[src/rmp_defs.svh]
// Timing counts, field positions and buffer defaults for the RMII port
`ifndef RMP_DEFS_SVH
`define RMP_DEFS_SVH

// ----------------------------------------------------------------------
// Clocks and bit time
// ----------------------------------------------------------------------
`define RMP_CLK_PERIOD_PS 10000
`define RMP_REF_PERIOD_NS 20
`define RMP_BIT_TIME_PS 10000
`define RMP_REF_CYC (`RMP_REF_PERIOD_NS * 1000 / `RMP_CLK_PERIOD_PS)
`define RMP_SLOW_HOLD 10

// ----------------------------------------------------------------------
// Latencies in tenths of a bit time
// ----------------------------------------------------------------------
`define RMP_TX_LAT_BITS_X10 110
`define RMP_CRS_ON_TX_BITS_X10 185
`define RMP_CRS_ON_FX_BITS_X10 90
`define RMP_CRS_OFF_TX_BITS_X10 270
`define RMP_CRS_OFF_FX_BITS_X10 170
`define RMP_RX_LAT_TX_BITS_X10 380
`define RMP_RX_LAT_FX_BITS_X10 270

// Tenths of a bit time to clock cycles, rounded up
`define RMP_CYC_UP(t) ((((t) * `RMP_BIT_TIME_PS) / 10 + `RMP_CLK_PERIOD_PS - 1) / `RMP_CLK_PERIOD_PS)

// Register stages between a pin and the delay line taps
`define RMP_TX_PIPE_CYC 3
`define RMP_RX_PIPE_CYC 2
`define RMP_TX_SR_LEN `RMP_CYC_UP(`RMP_TX_LAT_BITS_X10)
`define RMP_RX_SR_LEN `RMP_CYC_UP(`RMP_RX_LAT_TX_BITS_X10)

// ----------------------------------------------------------------------
// Receive slot fields
// ----------------------------------------------------------------------
`define RMP_SLOT_SOS 5
`define RMP_SLOT_EOS 4
`define RMP_SLOT_STB 3
`define RMP_SLOT_ERR 2
`define RMP_SLOT_DHI 1
`define RMP_SLOT_DLO 0

// ----------------------------------------------------------------------
// Elasticity buffer
// ----------------------------------------------------------------------
`define RMP_EB_SEL_DEFAULT 2'h1
`define RMP_EB_DEPTH_DEFAULT 16

`endif

[src/rmp_pkg.sv]
// Types shared by the RMII port modules
`include "rmp_defs.svh"

package rmp_pkg;

  typedef enum logic [2:0] {
    RMP_RX_IDLE    = 3'b001,
    RMP_RX_CARRIER = 3'b010,
    RMP_RX_DRAIN   = 3'b100
  } rmp_rx_state_e;

  typedef logic [5:0] rmp_slot_t;

  typedef struct packed {
    logic                                 ref_q;
    logic [3:0]                           div;
    logic                                 phase;
    logic [1:0]                           txd_cap;
    logic                                 tx_en_cap;
    logic [`RMP_TX_SR_LEN-1:0][1:0]       tx_sr;
    logic                                 line_tx_en;
    logic                                 line_tx_bit;
    rmp_slot_t [`RMP_RX_SR_LEN-1:0]       rx_sr;
    rmp_rx_state_e                        state;
    logic                                 started;
    logic                                 nib;
    logic                                 ovf;
    logic                                 crs_dv;
    logic                                 rx_dv;
    logic [1:0]                           rxd;
    logic                                 rx_er;
  } rmp_core_s;

endpackage

[src/rmp_elastic_buf.sv]
// Receive elasticity buffer between line strobes and reference edges
`timescale 1ns/1ps
`include "rmp_defs.svh"

module rmp_elastic_buf #(
  parameter int DEPTH = `RMP_EB_DEPTH_DEFAULT,
  parameter int W     = 3,
  parameter int AW    = $clog2(DEPTH)
) (
  input  wire logic          clk,
  input  wire logic          rst,
  input  wire logic          wr_valid,
  output logic               wr_ready,
  input  wire logic [W-1:0]  wr_data,
  output logic               rd_valid,
  input  wire logic          rd_ready,
  output logic [W-1:0]       rd_data,
  output logic [AW:0]        fill
);

  typedef struct packed {
    logic [DEPTH-1:0][W-1:0] mem;
    logic [AW-1:0]           wp;
    logic [AW-1:0]           rp;
    logic [AW:0]             cnt;
  } rmp_eb_s;

  rmp_eb_s r;
  rmp_eb_s n;

  logic do_wr;
  logic do_rd;

  // ----------------------------------------------------------------------
  // Status
  // ----------------------------------------------------------------------
  assign wr_ready = (r.cnt != (AW+1)'(DEPTH));
  assign rd_valid = (r.cnt != '0);
  assign rd_data  = r.mem[r.rp];
  assign fill     = r.cnt;

  // ----------------------------------------------------------------------
  // Next state
  // ----------------------------------------------------------------------
  always_comb begin
    n     = r;
    do_wr = wr_valid & wr_ready;
    do_rd = rd_ready & rd_valid;
    if (do_wr) begin
      n.mem[r.wp] = wr_data;
      n.wp        = (r.wp == AW'(DEPTH - 1)) ? '0 : AW'(r.wp + 1'b1);
    end
    if (do_rd) begin
      n.rp = (r.rp == AW'(DEPTH - 1)) ? '0 : AW'(r.rp + 1'b1);
    end
    // Every written dibit is read exactly once RULE_14
    case ({do_wr, do_rd})
      2'b10:   n.cnt = (AW+1)'(r.cnt + 1'b1);
      2'b01:   n.cnt = (AW+1)'(r.cnt - 1'b1);
      default: n.cnt = r.cnt;
    endcase
  end

  always_ff @(posedge clk) begin
    if (rst) begin
      r <= '0;
    end else begin
      r <= n;
    end
  end

endmodule

[src/rmp_rmii_port.sv]
// RMII side of one 10/100 PHY port: transmit capture, receive delivery
//
// What this block does
// RULE_01: One 50 MHz reference clock serves both directions
// RULE_02: Transmit dibit and enable captured on reference rise
// RULE_03: Transmit line output about 11 bits later
// RULE_04: Receive outputs launched on reference rising edge
// RULE_05: Carrier on 18.5 bits TX, 9 FX
// RULE_06: Carrier off 27 bits TX, 17 FX
// RULE_07: Receive data 38 bits TX, 27 FX
// RULE_08: Elasticity buffer setting defaults to 01
// RULE_09: Carrier/data-valid asserts without waiting for reference; stays low if carrier starts on the reference rise that ends a drain
// RULE_10: Carrier/data-valid toggles while buffered data drains
// RULE_11: Extra synchronous receive-valid marks valid dibits
// RULE_12: One bit time is 10 ns
// RULE_13: Dibit per cycle; held ten cycles at 10M
// RULE_14: Buffer never drops or repeats dibits; a strobe into a full buffer is lost and later dibits get rx_er
`timescale 1ns/1ps
`include "rmp_defs.svh"

module rmp_rmii_port #(
  parameter logic [1:0] EB_SEL   = `RMP_EB_SEL_DEFAULT,
  parameter int         EB_DEPTH = `RMP_EB_DEPTH_DEFAULT
) (
  input  wire logic       clk,
  input  wire logic       rst,
  input  wire logic       reference_clock_input,
  input  wire logic       speed_10,
  input  wire logic       fx_mode,
  input  wire logic [1:0] rmii_txd,
  input  wire logic       rmii_tx_en,
  output logic [1:0]      rmii_rxd,
  output logic            rmii_crs_dv,
  output logic            rmii_rx_dv,
  output logic            rmii_rx_er,
  output logic            line_tx_en,
  output logic            line_tx_bit,
  input  wire logic       line_rx_stb,
  input  wire logic [1:0] line_rx_dibit,
  input  wire logic       line_rx_err,
  input  wire logic       line_rx_sos,
  input  wire logic       line_rx_eos
);

  // ----------------------------------------------------------------------
  // Constants
  // ----------------------------------------------------------------------
  localparam int EB_AW = $clog2(EB_DEPTH);
  localparam logic [EB_AW:0] EB_START = (EB_AW+1)'(EB_SEL);
  localparam int REF_CYC  = `RMP_REF_CYC;
  localparam int TX_TAP   = `RMP_TX_SR_LEN - `RMP_TX_PIPE_CYC;
  localparam int ON_TX    = `RMP_CYC_UP(`RMP_CRS_ON_TX_BITS_X10);
  localparam int ON_FX    = `RMP_CYC_UP(`RMP_CRS_ON_FX_BITS_X10);
  localparam int OFF_TX   = `RMP_CYC_UP(`RMP_CRS_OFF_TX_BITS_X10);
  localparam int OFF_FX   = `RMP_CYC_UP(`RMP_CRS_OFF_FX_BITS_X10);
  localparam int LAT_TX   = `RMP_CYC_UP(`RMP_RX_LAT_TX_BITS_X10);
  localparam int LAT_FX   = `RMP_CYC_UP(`RMP_RX_LAT_FX_BITS_X10);
  localparam logic [3:0] DIV_LAST = 4'(`RMP_SLOW_HOLD - 1);
  localparam logic [3:0] DIV_HALF = 4'(`RMP_SLOW_HOLD / 2);

  // ----------------------------------------------------------------------
  // Functions
  // ----------------------------------------------------------------------
  // Delay line index for a latency in cycles, chosen by media mode
  function automatic int rx_tap(input logic fx, input int tx_cyc, input int fx_cyc);
    int cyc;
    cyc = fx ? fx_cyc : tx_cyc;
    rx_tap = cyc - `RMP_RX_PIPE_CYC;
  endfunction

  // ----------------------------------------------------------------------
  // State
  // ----------------------------------------------------------------------
  rmp_pkg::rmp_core_s r;
  rmp_pkg::rmp_core_s n;

  logic               ref_rise;
  logic               slot_ok;
  logic               tx_bit_sel;
  rmp_pkg::rmp_slot_t slot_in;
  rmp_pkg::rmp_slot_t on_slot;
  rmp_pkg::rmp_slot_t off_slot;
  rmp_pkg::rmp_slot_t dat_slot;
  logic               on_ev;
  logic               off_ev;
  logic               eb_wr_ready;
  logic               eb_rd_valid;
  logic               eb_rd_ready;
  logic [2:0]         eb_rd_data;
  logic [EB_AW:0]     eb_fill;

  // ----------------------------------------------------------------------
  // Reference edge and 10 Mb/s slot
  // ----------------------------------------------------------------------
  assign ref_rise = reference_clock_input & ~r.ref_q;
  assign slot_ok  = ~speed_10 | (r.div == 4'h0);

  // ----------------------------------------------------------------------
  // Receive delay line taps
  // ----------------------------------------------------------------------
  assign slot_in  = {line_rx_sos, line_rx_eos, line_rx_stb, line_rx_err, line_rx_dibit};
  assign on_slot  = r.rx_sr[rx_tap(fx_mode, ON_TX, ON_FX)];
  assign off_slot = r.rx_sr[rx_tap(fx_mode, OFF_TX, OFF_FX)];
  assign dat_slot = r.rx_sr[rx_tap(fx_mode, LAT_TX, LAT_FX)];
  assign on_ev    = on_slot[`RMP_SLOT_SOS];
  assign off_ev   = off_slot[`RMP_SLOT_EOS];

  // ----------------------------------------------------------------------
  // Elasticity buffer read gate
  // ----------------------------------------------------------------------
  // Reads start once the fill passes the depth setting RULE_08
  assign eb_rd_ready = ref_rise & slot_ok & (r.started | (eb_fill > EB_START));

  rmp_elastic_buf #(
    .DEPTH (EB_DEPTH),
    .W     (3)
  ) u_eb (
    .clk      (clk),
    .rst      (rst),
    .wr_valid (dat_slot[`RMP_SLOT_STB]),
    .wr_ready (eb_wr_ready),
    .wr_data  (dat_slot[`RMP_SLOT_ERR:`RMP_SLOT_DLO]),
    .rd_valid (eb_rd_valid),
    .rd_ready (eb_rd_ready),
    .rd_data  (eb_rd_data),
    .fill     (eb_fill)
  );

  // ----------------------------------------------------------------------
  // Transmit bit select
  // ----------------------------------------------------------------------
  // At 10 Mb/s each bit of the held dibit lasts half the slot
  always_comb begin
    if (speed_10) begin
      tx_bit_sel = (r.div == 4'h0) | (r.div > DIV_HALF); // RULE_13
    end else begin
      tx_bit_sel = r.phase;
    end
  end

  // ----------------------------------------------------------------------
  // Next state
  // ----------------------------------------------------------------------
  always_comb begin
    n       = r;
    n.ref_q = reference_clock_input;

    // Reference phase and slow slot divider
    if (ref_rise) begin // RULE_01
      n.phase = 1'b0;
      n.div   = (r.div == DIV_LAST) ? 4'h0 : 4'(r.div + 4'h1);
    end else if (int'(r.phase) < REF_CYC - 1) begin
      n.phase = 1'b1;
    end

    // Transmit capture on the reference rising edge
    if (ref_rise & slot_ok) begin
      n.txd_cap   = rmii_txd;   // RULE_02
      n.tx_en_cap = rmii_tx_en; // RULE_02
    end

    // Transmit line delay
    n.tx_sr       = {r.tx_sr[`RMP_TX_SR_LEN-2:0], {r.tx_en_cap, r.txd_cap[tx_bit_sel]}};
    n.line_tx_en  = r.tx_sr[TX_TAP][1]; // RULE_03
    n.line_tx_bit = r.tx_sr[TX_TAP][0]; // RULE_03

    // Receive line delay, one stage per bit time
    n.rx_sr = {r.rx_sr[`RMP_RX_SR_LEN-2:0], slot_in}; // RULE_12

    // Overflow makes the frame errored instead of silently losing data
    if (dat_slot[`RMP_SLOT_STB] & ~eb_wr_ready) begin
      n.ovf = 1'b1;
    end

    // Carrier tracking
    case (r.state)
      rmp_pkg::RMP_RX_IDLE: begin
        if (on_ev) begin
          n.state  = rmp_pkg::RMP_RX_CARRIER;
          n.crs_dv = 1'b1; // RULE_05 RULE_09
        end
      end
      rmp_pkg::RMP_RX_CARRIER: begin
        if (off_ev) begin
          n.state = rmp_pkg::RMP_RX_DRAIN; // RULE_06
        end
      end
      rmp_pkg::RMP_RX_DRAIN: begin
        if (on_ev) begin
          n.state  = rmp_pkg::RMP_RX_CARRIER;
          n.crs_dv = 1'b1; // RULE_09
        end
      end
      default: begin
        n.state = rmp_pkg::RMP_RX_IDLE;
      end
    endcase

    // Receive delivery on the reference rising edge
    if (ref_rise & slot_ok) begin
      if (eb_rd_ready & eb_rd_valid) begin
        n.rxd     = eb_rd_data[1:0];              // RULE_04 RULE_07
        n.rx_er   = eb_rd_data[2] | r.ovf;        // RULE_04 RULE_07
        n.rx_dv   = 1'b1;                         // RULE_11
        n.started = 1'b1;
        n.nib     = ~r.nib;
        if (r.state == rmp_pkg::RMP_RX_DRAIN) begin
          n.crs_dv = r.nib; // RULE_10
        end
      end else if (r.started) begin
        n.rx_dv = 1'b0; // RULE_11 RULE_14
        n.rx_er = 1'b0;
        n.rxd   = 2'h0;
        if (r.state != rmp_pkg::RMP_RX_CARRIER) begin
          n.crs_dv  = 1'b0; // RULE_10
          n.started = 1'b0;
          n.nib     = 1'b0;
          n.ovf     = dat_slot[`RMP_SLOT_STB] & ~eb_wr_ready;
          if (!on_ev) begin
            n.state = rmp_pkg::RMP_RX_IDLE;
          end
        end
      end else if (r.state == rmp_pkg::RMP_RX_DRAIN) begin
        n.crs_dv = 1'b0; // RULE_06
        n.state  = on_ev ? rmp_pkg::RMP_RX_CARRIER : rmp_pkg::RMP_RX_IDLE;
      end
    end
  end

  // ----------------------------------------------------------------------
  // Registers
  // ----------------------------------------------------------------------
  always_ff @(posedge clk) begin
    if (rst) begin
      r       <= '0;
      r.state <= rmp_pkg::RMP_RX_IDLE;
    end else begin
      r <= n;
    end
  end

  // ----------------------------------------------------------------------
  // Outputs
  // ----------------------------------------------------------------------
  assign rmii_rxd    = r.rxd;
  assign rmii_crs_dv = r.crs_dv;
  assign rmii_rx_dv  = r.rx_dv;
  assign rmii_rx_er  = r.rx_er;
  assign line_tx_en  = r.line_tx_en;
  assign line_tx_bit = r.line_tx_bit;

endmodule

[config.mk]
export PLATFORM = sky130hd
export DESIGN_NAME = rmp_rmii_port
export DESIGN_NICKNAME = d
export VERILOG_FILES = /design/src/rmp_pkg.sv /design/src/rmp_elastic_buf.sv /design/src/rmp_rmii_port.sv
export VERILOG_INCLUDE_DIRS = /design/src /design/src/src
export SDC_FILE = /design/constraint.sdc
export NUM_CORES = 1
export LEC_CHECK = 0
export ABC_AREA = 0
export BUFFER_PORTS_ARGS = -buffer_cell sky130_fd_sc_hd__buf_2
export CAP_MARGIN = 0
export CORE_MARGIN = 2
export CORE_UTILIZATION = 47
export DETAILED_ROUTE_END_ITERATION = 7
export PLACE_DENSITY = 0.66
export SETUP_SLACK_MARGIN = 0.02
export SLEW_MARGIN = 20
export SYNTH_ARGS = -nofsm -noshare
export SYNTH_HDL_FRONTEND = slang
export SYNTH_SLANG_ARGS = --single-unit
[constraint.sdc]
create_clock -name clk -period 3.5 [get_ports clk]
set_input_delay 0.175 -clock clk [delete_from_list [all_inputs] [get_ports clk]]
set_output_delay 0.175 -clock clk [all_outputs]
set_load 0.02 [all_outputs]
==> metrics.json <==
{
  "status": "finished, final reports clean",
  "ys.flop_type": "sky130_fd_sc_hd__dfxtp_1",
  "grt_overflow": 0,
  "core_region_area_um2": 20200,
  "finalCritPeriodShare": 0.775,
  "core.rowCount": 52,
  "rsz0062_at_grt": "no",
  "cts_max_path_buffers": 3,
  "power.total_uw": 6380,
  "drc": 0,
  "place.gp.congestion": 0.795,
  "setup.worst_path.start_class": "flop",
  "synth.top_cells.by_area": "sky130_fd_sc_hd__dfxtp_1 (61%), sky130_fd_sc_hd__nor2b_1 (14%), sky130_fd_sc_hd__a21oi_1 (3.0%), sky130_fd_sc_hd__mux4_2 (2.8%), sky130_fd_sc_hd__nor2_1 (2.8%)",
  "stdcell_count": 1201,
  "kind_of_path_behind_the_tightest_hold_check": "input pin to flop",
  "syn2layout_area_growth_pct": 13.2,
  "crit_required_ns": 3.88,
  "crit_chain": "ha_1, o21bai_1, a21oi_1, o21bai_4, clkinv_1, ha_1, nor2b_1, nand3_1, a21oi_1, xnor2_1, nor2_1",
  "initial_core_util": 0.478,
  "dp.final_hpwl_um": 8790,
  "grt_pass1_wl_um": 26600,
  "wire_per_inst_um": 13.0,
  "maxClockFrequency_mhz": 369,
  "clock_sinks": 293,
  "io_buffer_count": 20,
  "clock_power_share": 0.456,
  "final_net_count": 934,
  "route.vias.total": 5823,
  "clkSlewWorstSetupHoldPaths_ns": 0.06,
  "worst-endpoint-arrival_ns": 3.09,
  "antenna_diode_instance_count": 0,
  "worst_r2r_startpoint": "u_eb.fill[0]$_SDFFE_PP0P_",
  "slew_violations": 0,
  "via_per_inst": 4.85,
  "post-route-min-period_ns": 2.71,
  "report.final.hold_viol_count": 0,
  "synthDominantCellAreaShare": 0.608,
  "detailedRoute.firstIterationViolations": 326,
  "sequential_area_share_after_synthesis": 0.608,
  "layout-drive-gt1-share": 0.105,
  "power.combinational.fraction": 0.017,
  "crit_path_start": "u_eb.fill[0]$_SDFFE_PP0P_",
  "floorplan.io_pins": 21,
  "power.switching_uw": 1310,
  "synth_enable_flop_cells": 0,
  "syn-cell-area_um2": 9650,
  "cts_tree": "built",
  "clock_insertion_delay_worst_skew_ns": 0.53,
  "placed_cells": 1139,
  "asyncSetResetFlopFracSynth": 0,
  "post_synth.cell_area_avg_um2": 10.7,
  "die_w_um": 147,
  "grt_usage": 0.145,
  "final.setup.tns_ns": 0,
  "ys_seq_elements": 293,
  "netlist.top_cell.by_area": "sky130_fd_sc_hd__dfxtp_1",
  "clockRootBuffer": "sky130_fd_sc_hd__clkbuf_16",
  "startpoint_of_the_most_critical_hold_path": "speed_10",
  "drt_pass1_iterations": 8,
  "critical_path.slowest_cell": "sky130_fd_sc_hd__dfxtp_1",
  "finClkSkew_ns": 0.00728,
  "synth_cell_type_count": 54,
  "finalSetupViolations": 0,
  "route.final.wire_length_um": 15600,
  "cts_buffers": 29,
  "die_area_um2": 21700,
  "power.internal_uw": 5070,
  "final_core_utilization": 0.542,
  "grt_pass1_vias": 5475,
  "cellPowerDensity_nw_per_um2": 585,
  "tightest_slew_ns": 0.949,
  "seq_power_share": 0.527,
  "total_leakage_power_uw": 0.00423,
  "postSynthCellCount": 901,
  "nFillCells": 1773,
  "cts.htree.levels": 1,
  "drt_antenna_net_count": 0,
  "power.share.switching": 0.205,
  "die_h_um": 147,
  "grt_max_degree": 146,
  "cap_viol_max_count": 0,
  "cp_max_fo": 14,
  "syn-num-nets": 925,
  "delay_of_the_slowest_cell_on_the_worst_path_ns": 0.46,
  "cp-end-kind": "flop",
  "antenna_violations_before_repair": 0,
  "synth-warning-count": 0,
  "setup.worst_path.class": "flop to flop",
  "irDropWorstVdd_mv": 0.397,
  "timing.max_slew.rel_slack": 0.368
}
power groups by stage:
stage	combinational [uW]	clock (uW)	sequential, uW
2_1_floorplan	80.6	0	3430
3_3_place_gp	103	0	3440
3_5_place_dp	104	0	3440
4_1_cts	113	2990	3360
5_1_grt	124	3130	3360
6_report	110	2910	3360
state kept, by name, indices dropped and copies added, names as in the netlist:
| register | flops |
|---|---|
| r | 14 |
| line_tx_en | 1 |
| line_tx_bit | 1 |
| u_eb.r | 56 |
| rmii_rxd | 2 |
| u_eb.fill | 5 |
| rmii_rx_er | 1 |
| n | 211 |
| rmii_crs_dv | 1 |
| rmii_rx_dv | 1 |
logic make-up after synthesis:
| kind of cell | synth area share |
|---|---|
| simple gates | 0.229 |
| flops | 0.608 |
| compound gates | 0.0608 |
| buf+inv | 0.0287 |
| mux | 0.0528 |
| fa+ha+maj | 0.0130 |
| xor+xnor | 0.00817 |
path summary, 6_finish.rpt:
path	cells past startpoint	to	slack, ns
min reg2reg	1	n[111]$_SDFF_PP0_	0.43
min	4	n[243]$_SDFF_PP0_	0.08
max reg2reg	11	u_eb.fill[4]$_SDFFE_PP0P_	0.79
max	11	u_eb.fill[4]$_SDFFE_PP0P_	0.79
timing repair:
| action | CTS | global route |
|---|---|---|
| setup endpoints to repair | 0 | 0 |
| gates resized for setup | 0 | 0 |
| buffers inserted | 0 | 0 |
| hold buffers | 10 | 0 |
| hold endpoints to repair | 10 | 0 |
Yosys cell counts (2+ instances only):
| cell type | count |
|---|---|
| sky130_fd_sc_hd__o32a_1 | 2 |
| sky130_fd_sc_hd__buf_4 | 2 |
| sky130_fd_sc_hd__a21oi_1 | 58 |
| sky130_fd_sc_hd__xor2_1 | 4 |
| sky130_fd_sc_hd__nor4b_4 | 2 |
| sky130_fd_sc_hd__nor2b_1 | 215 |
| sky130_fd_sc_hd__nand2b_1 | 3 |
| sky130_fd_sc_hd__a221oi_1 | 2 |
| sky130_fd_sc_hd__mux2_2 | 4 |
| sky130_fd_sc_hd__nor3_1 | 41 |
| sky130_fd_sc_hd__or3_1 | 3 |
| sky130_fd_sc_hd__a211oi_1 | 2 |
| sky130_fd_sc_hd__o21ai_0 | 6 |
| sky130_fd_sc_hd__mux4_2 | 12 |
| sky130_fd_sc_hd__nor2_1 | 71 |
| sky130_fd_sc_hd__a31oi_1 | 4 |
| sky130_fd_sc_hd__a311oi_1 | 2 |
| sky130_fd_sc_hd__o31ai_1 | 2 |
| sky130_fd_sc_hd__mux2i_1 | 18 |
| sky130_fd_sc_hd__inv_1 | 9 |
| sky130_fd_sc_hd__ha_1 | 10 |
| sky130_fd_sc_hd__nand2_1 | 29 |
| sky130_fd_sc_hd__dfxtp_1 | 293 |
| sky130_fd_sc_hd__a21o_1 | 2 |
| sky130_fd_sc_hd__and2b_1 | 2 |
| sky130_fd_sc_hd__buf_1 | 4 |
| sky130_fd_sc_hd__xnor2_1 | 5 |
| sky130_fd_sc_hd__buf_2 | 8 |
| sky130_fd_sc_hd__nand3_1 | 11 |
| sky130_fd_sc_hd__o2111ai_1 | 3 |
| sky130_fd_sc_hd__nand3b_1 | 2 |
| sky130_fd_sc_hd__clkbuf_1 | 45 |
| sky130_fd_sc_hd__nand4_1 | 4 |
cell usage in the layout, fill, tap and decap left out, types with 5 or more instances in the layout:
master and n:
sky130_fd_sc_hd__a21oi_1 58, sky130_fd_sc_hd__buf_2 19, sky130_fd_sc_hd__buf_4 6, sky130_fd_sc_hd__clkbuf_1 8
sky130_fd_sc_hd__clkbuf_16 29, sky130_fd_sc_hd__clkbuf_8 5, sky130_fd_sc_hd__clkinv_2 7, sky130_fd_sc_hd__dfxtp_1 293
sky130_fd_sc_hd__dlygate4sd3_1 10, sky130_fd_sc_hd__ha_1 10, sky130_fd_sc_hd__inv_1 9, sky130_fd_sc_hd__mux2i_1 18
sky130_fd_sc_hd__mux4_2 12, sky130_fd_sc_hd__nand2_1 29, sky130_fd_sc_hd__nand3_1 11, sky130_fd_sc_hd__nor2_1 71
sky130_fd_sc_hd__nor2b_1 215, sky130_fd_sc_hd__nor3_1 41, sky130_fd_sc_hd__o21ai_0 6, sky130_fd_sc_hd__xnor2_1 5
layer usage:
metal,global-route usage,part of all wire,wire length [um],vias to the layer above
met2,0.225,0.43,6680,100
met3,0.0280,0.041,632,27
met5,0,0,0,-
li1,-,-,-,2964
met1,0.205,0.50,7820,2732
met4,0.0462,0.027,427,0
worst max-delay path, delay by kind of cell (launching register included):
kind,cells,cell delay (ns)
simple gates,3,0.32
buf+inv,1,0.31
xor+xnor,1,0.14
fa+ha+maj,2,0.54
flops,1,0.46
compound gates,4,0.79
layout make-up:
| cell class | count | area, um2 | area share |
|---|---|---|---|
| clock inverters | 11 | 88.8 | 0.00813 |
| clock buffers | 41 | 811 | 0.0742 |
| well taps | 270 | 338 | 0.0309 |
| flip-flops and latches | 293 | 5870 | 0.537 |
| repair buffers | 37 | 274 | 0.0251 |
| inverters | 10 | 37.5 | 0.00344 |
| multi-input cells | 539 | 3510 | 0.321 |
stage by stage:
stage | setup slack (ns) | hold WS [ns] | area (um2)
after global routing | 0.551 | 0.0896 | 10900
after global placement | 0.926 | 0.388 | 9920
after floorplan | 1.23 | 0.303 | 9650
final | 0.788 | 0.0831 | 10900
after detailed placement | 0.824 | 0.393 | 9920
after CTS | 0.803 | 0.0732 | 10900
Power figures use the tool's default switching activity.
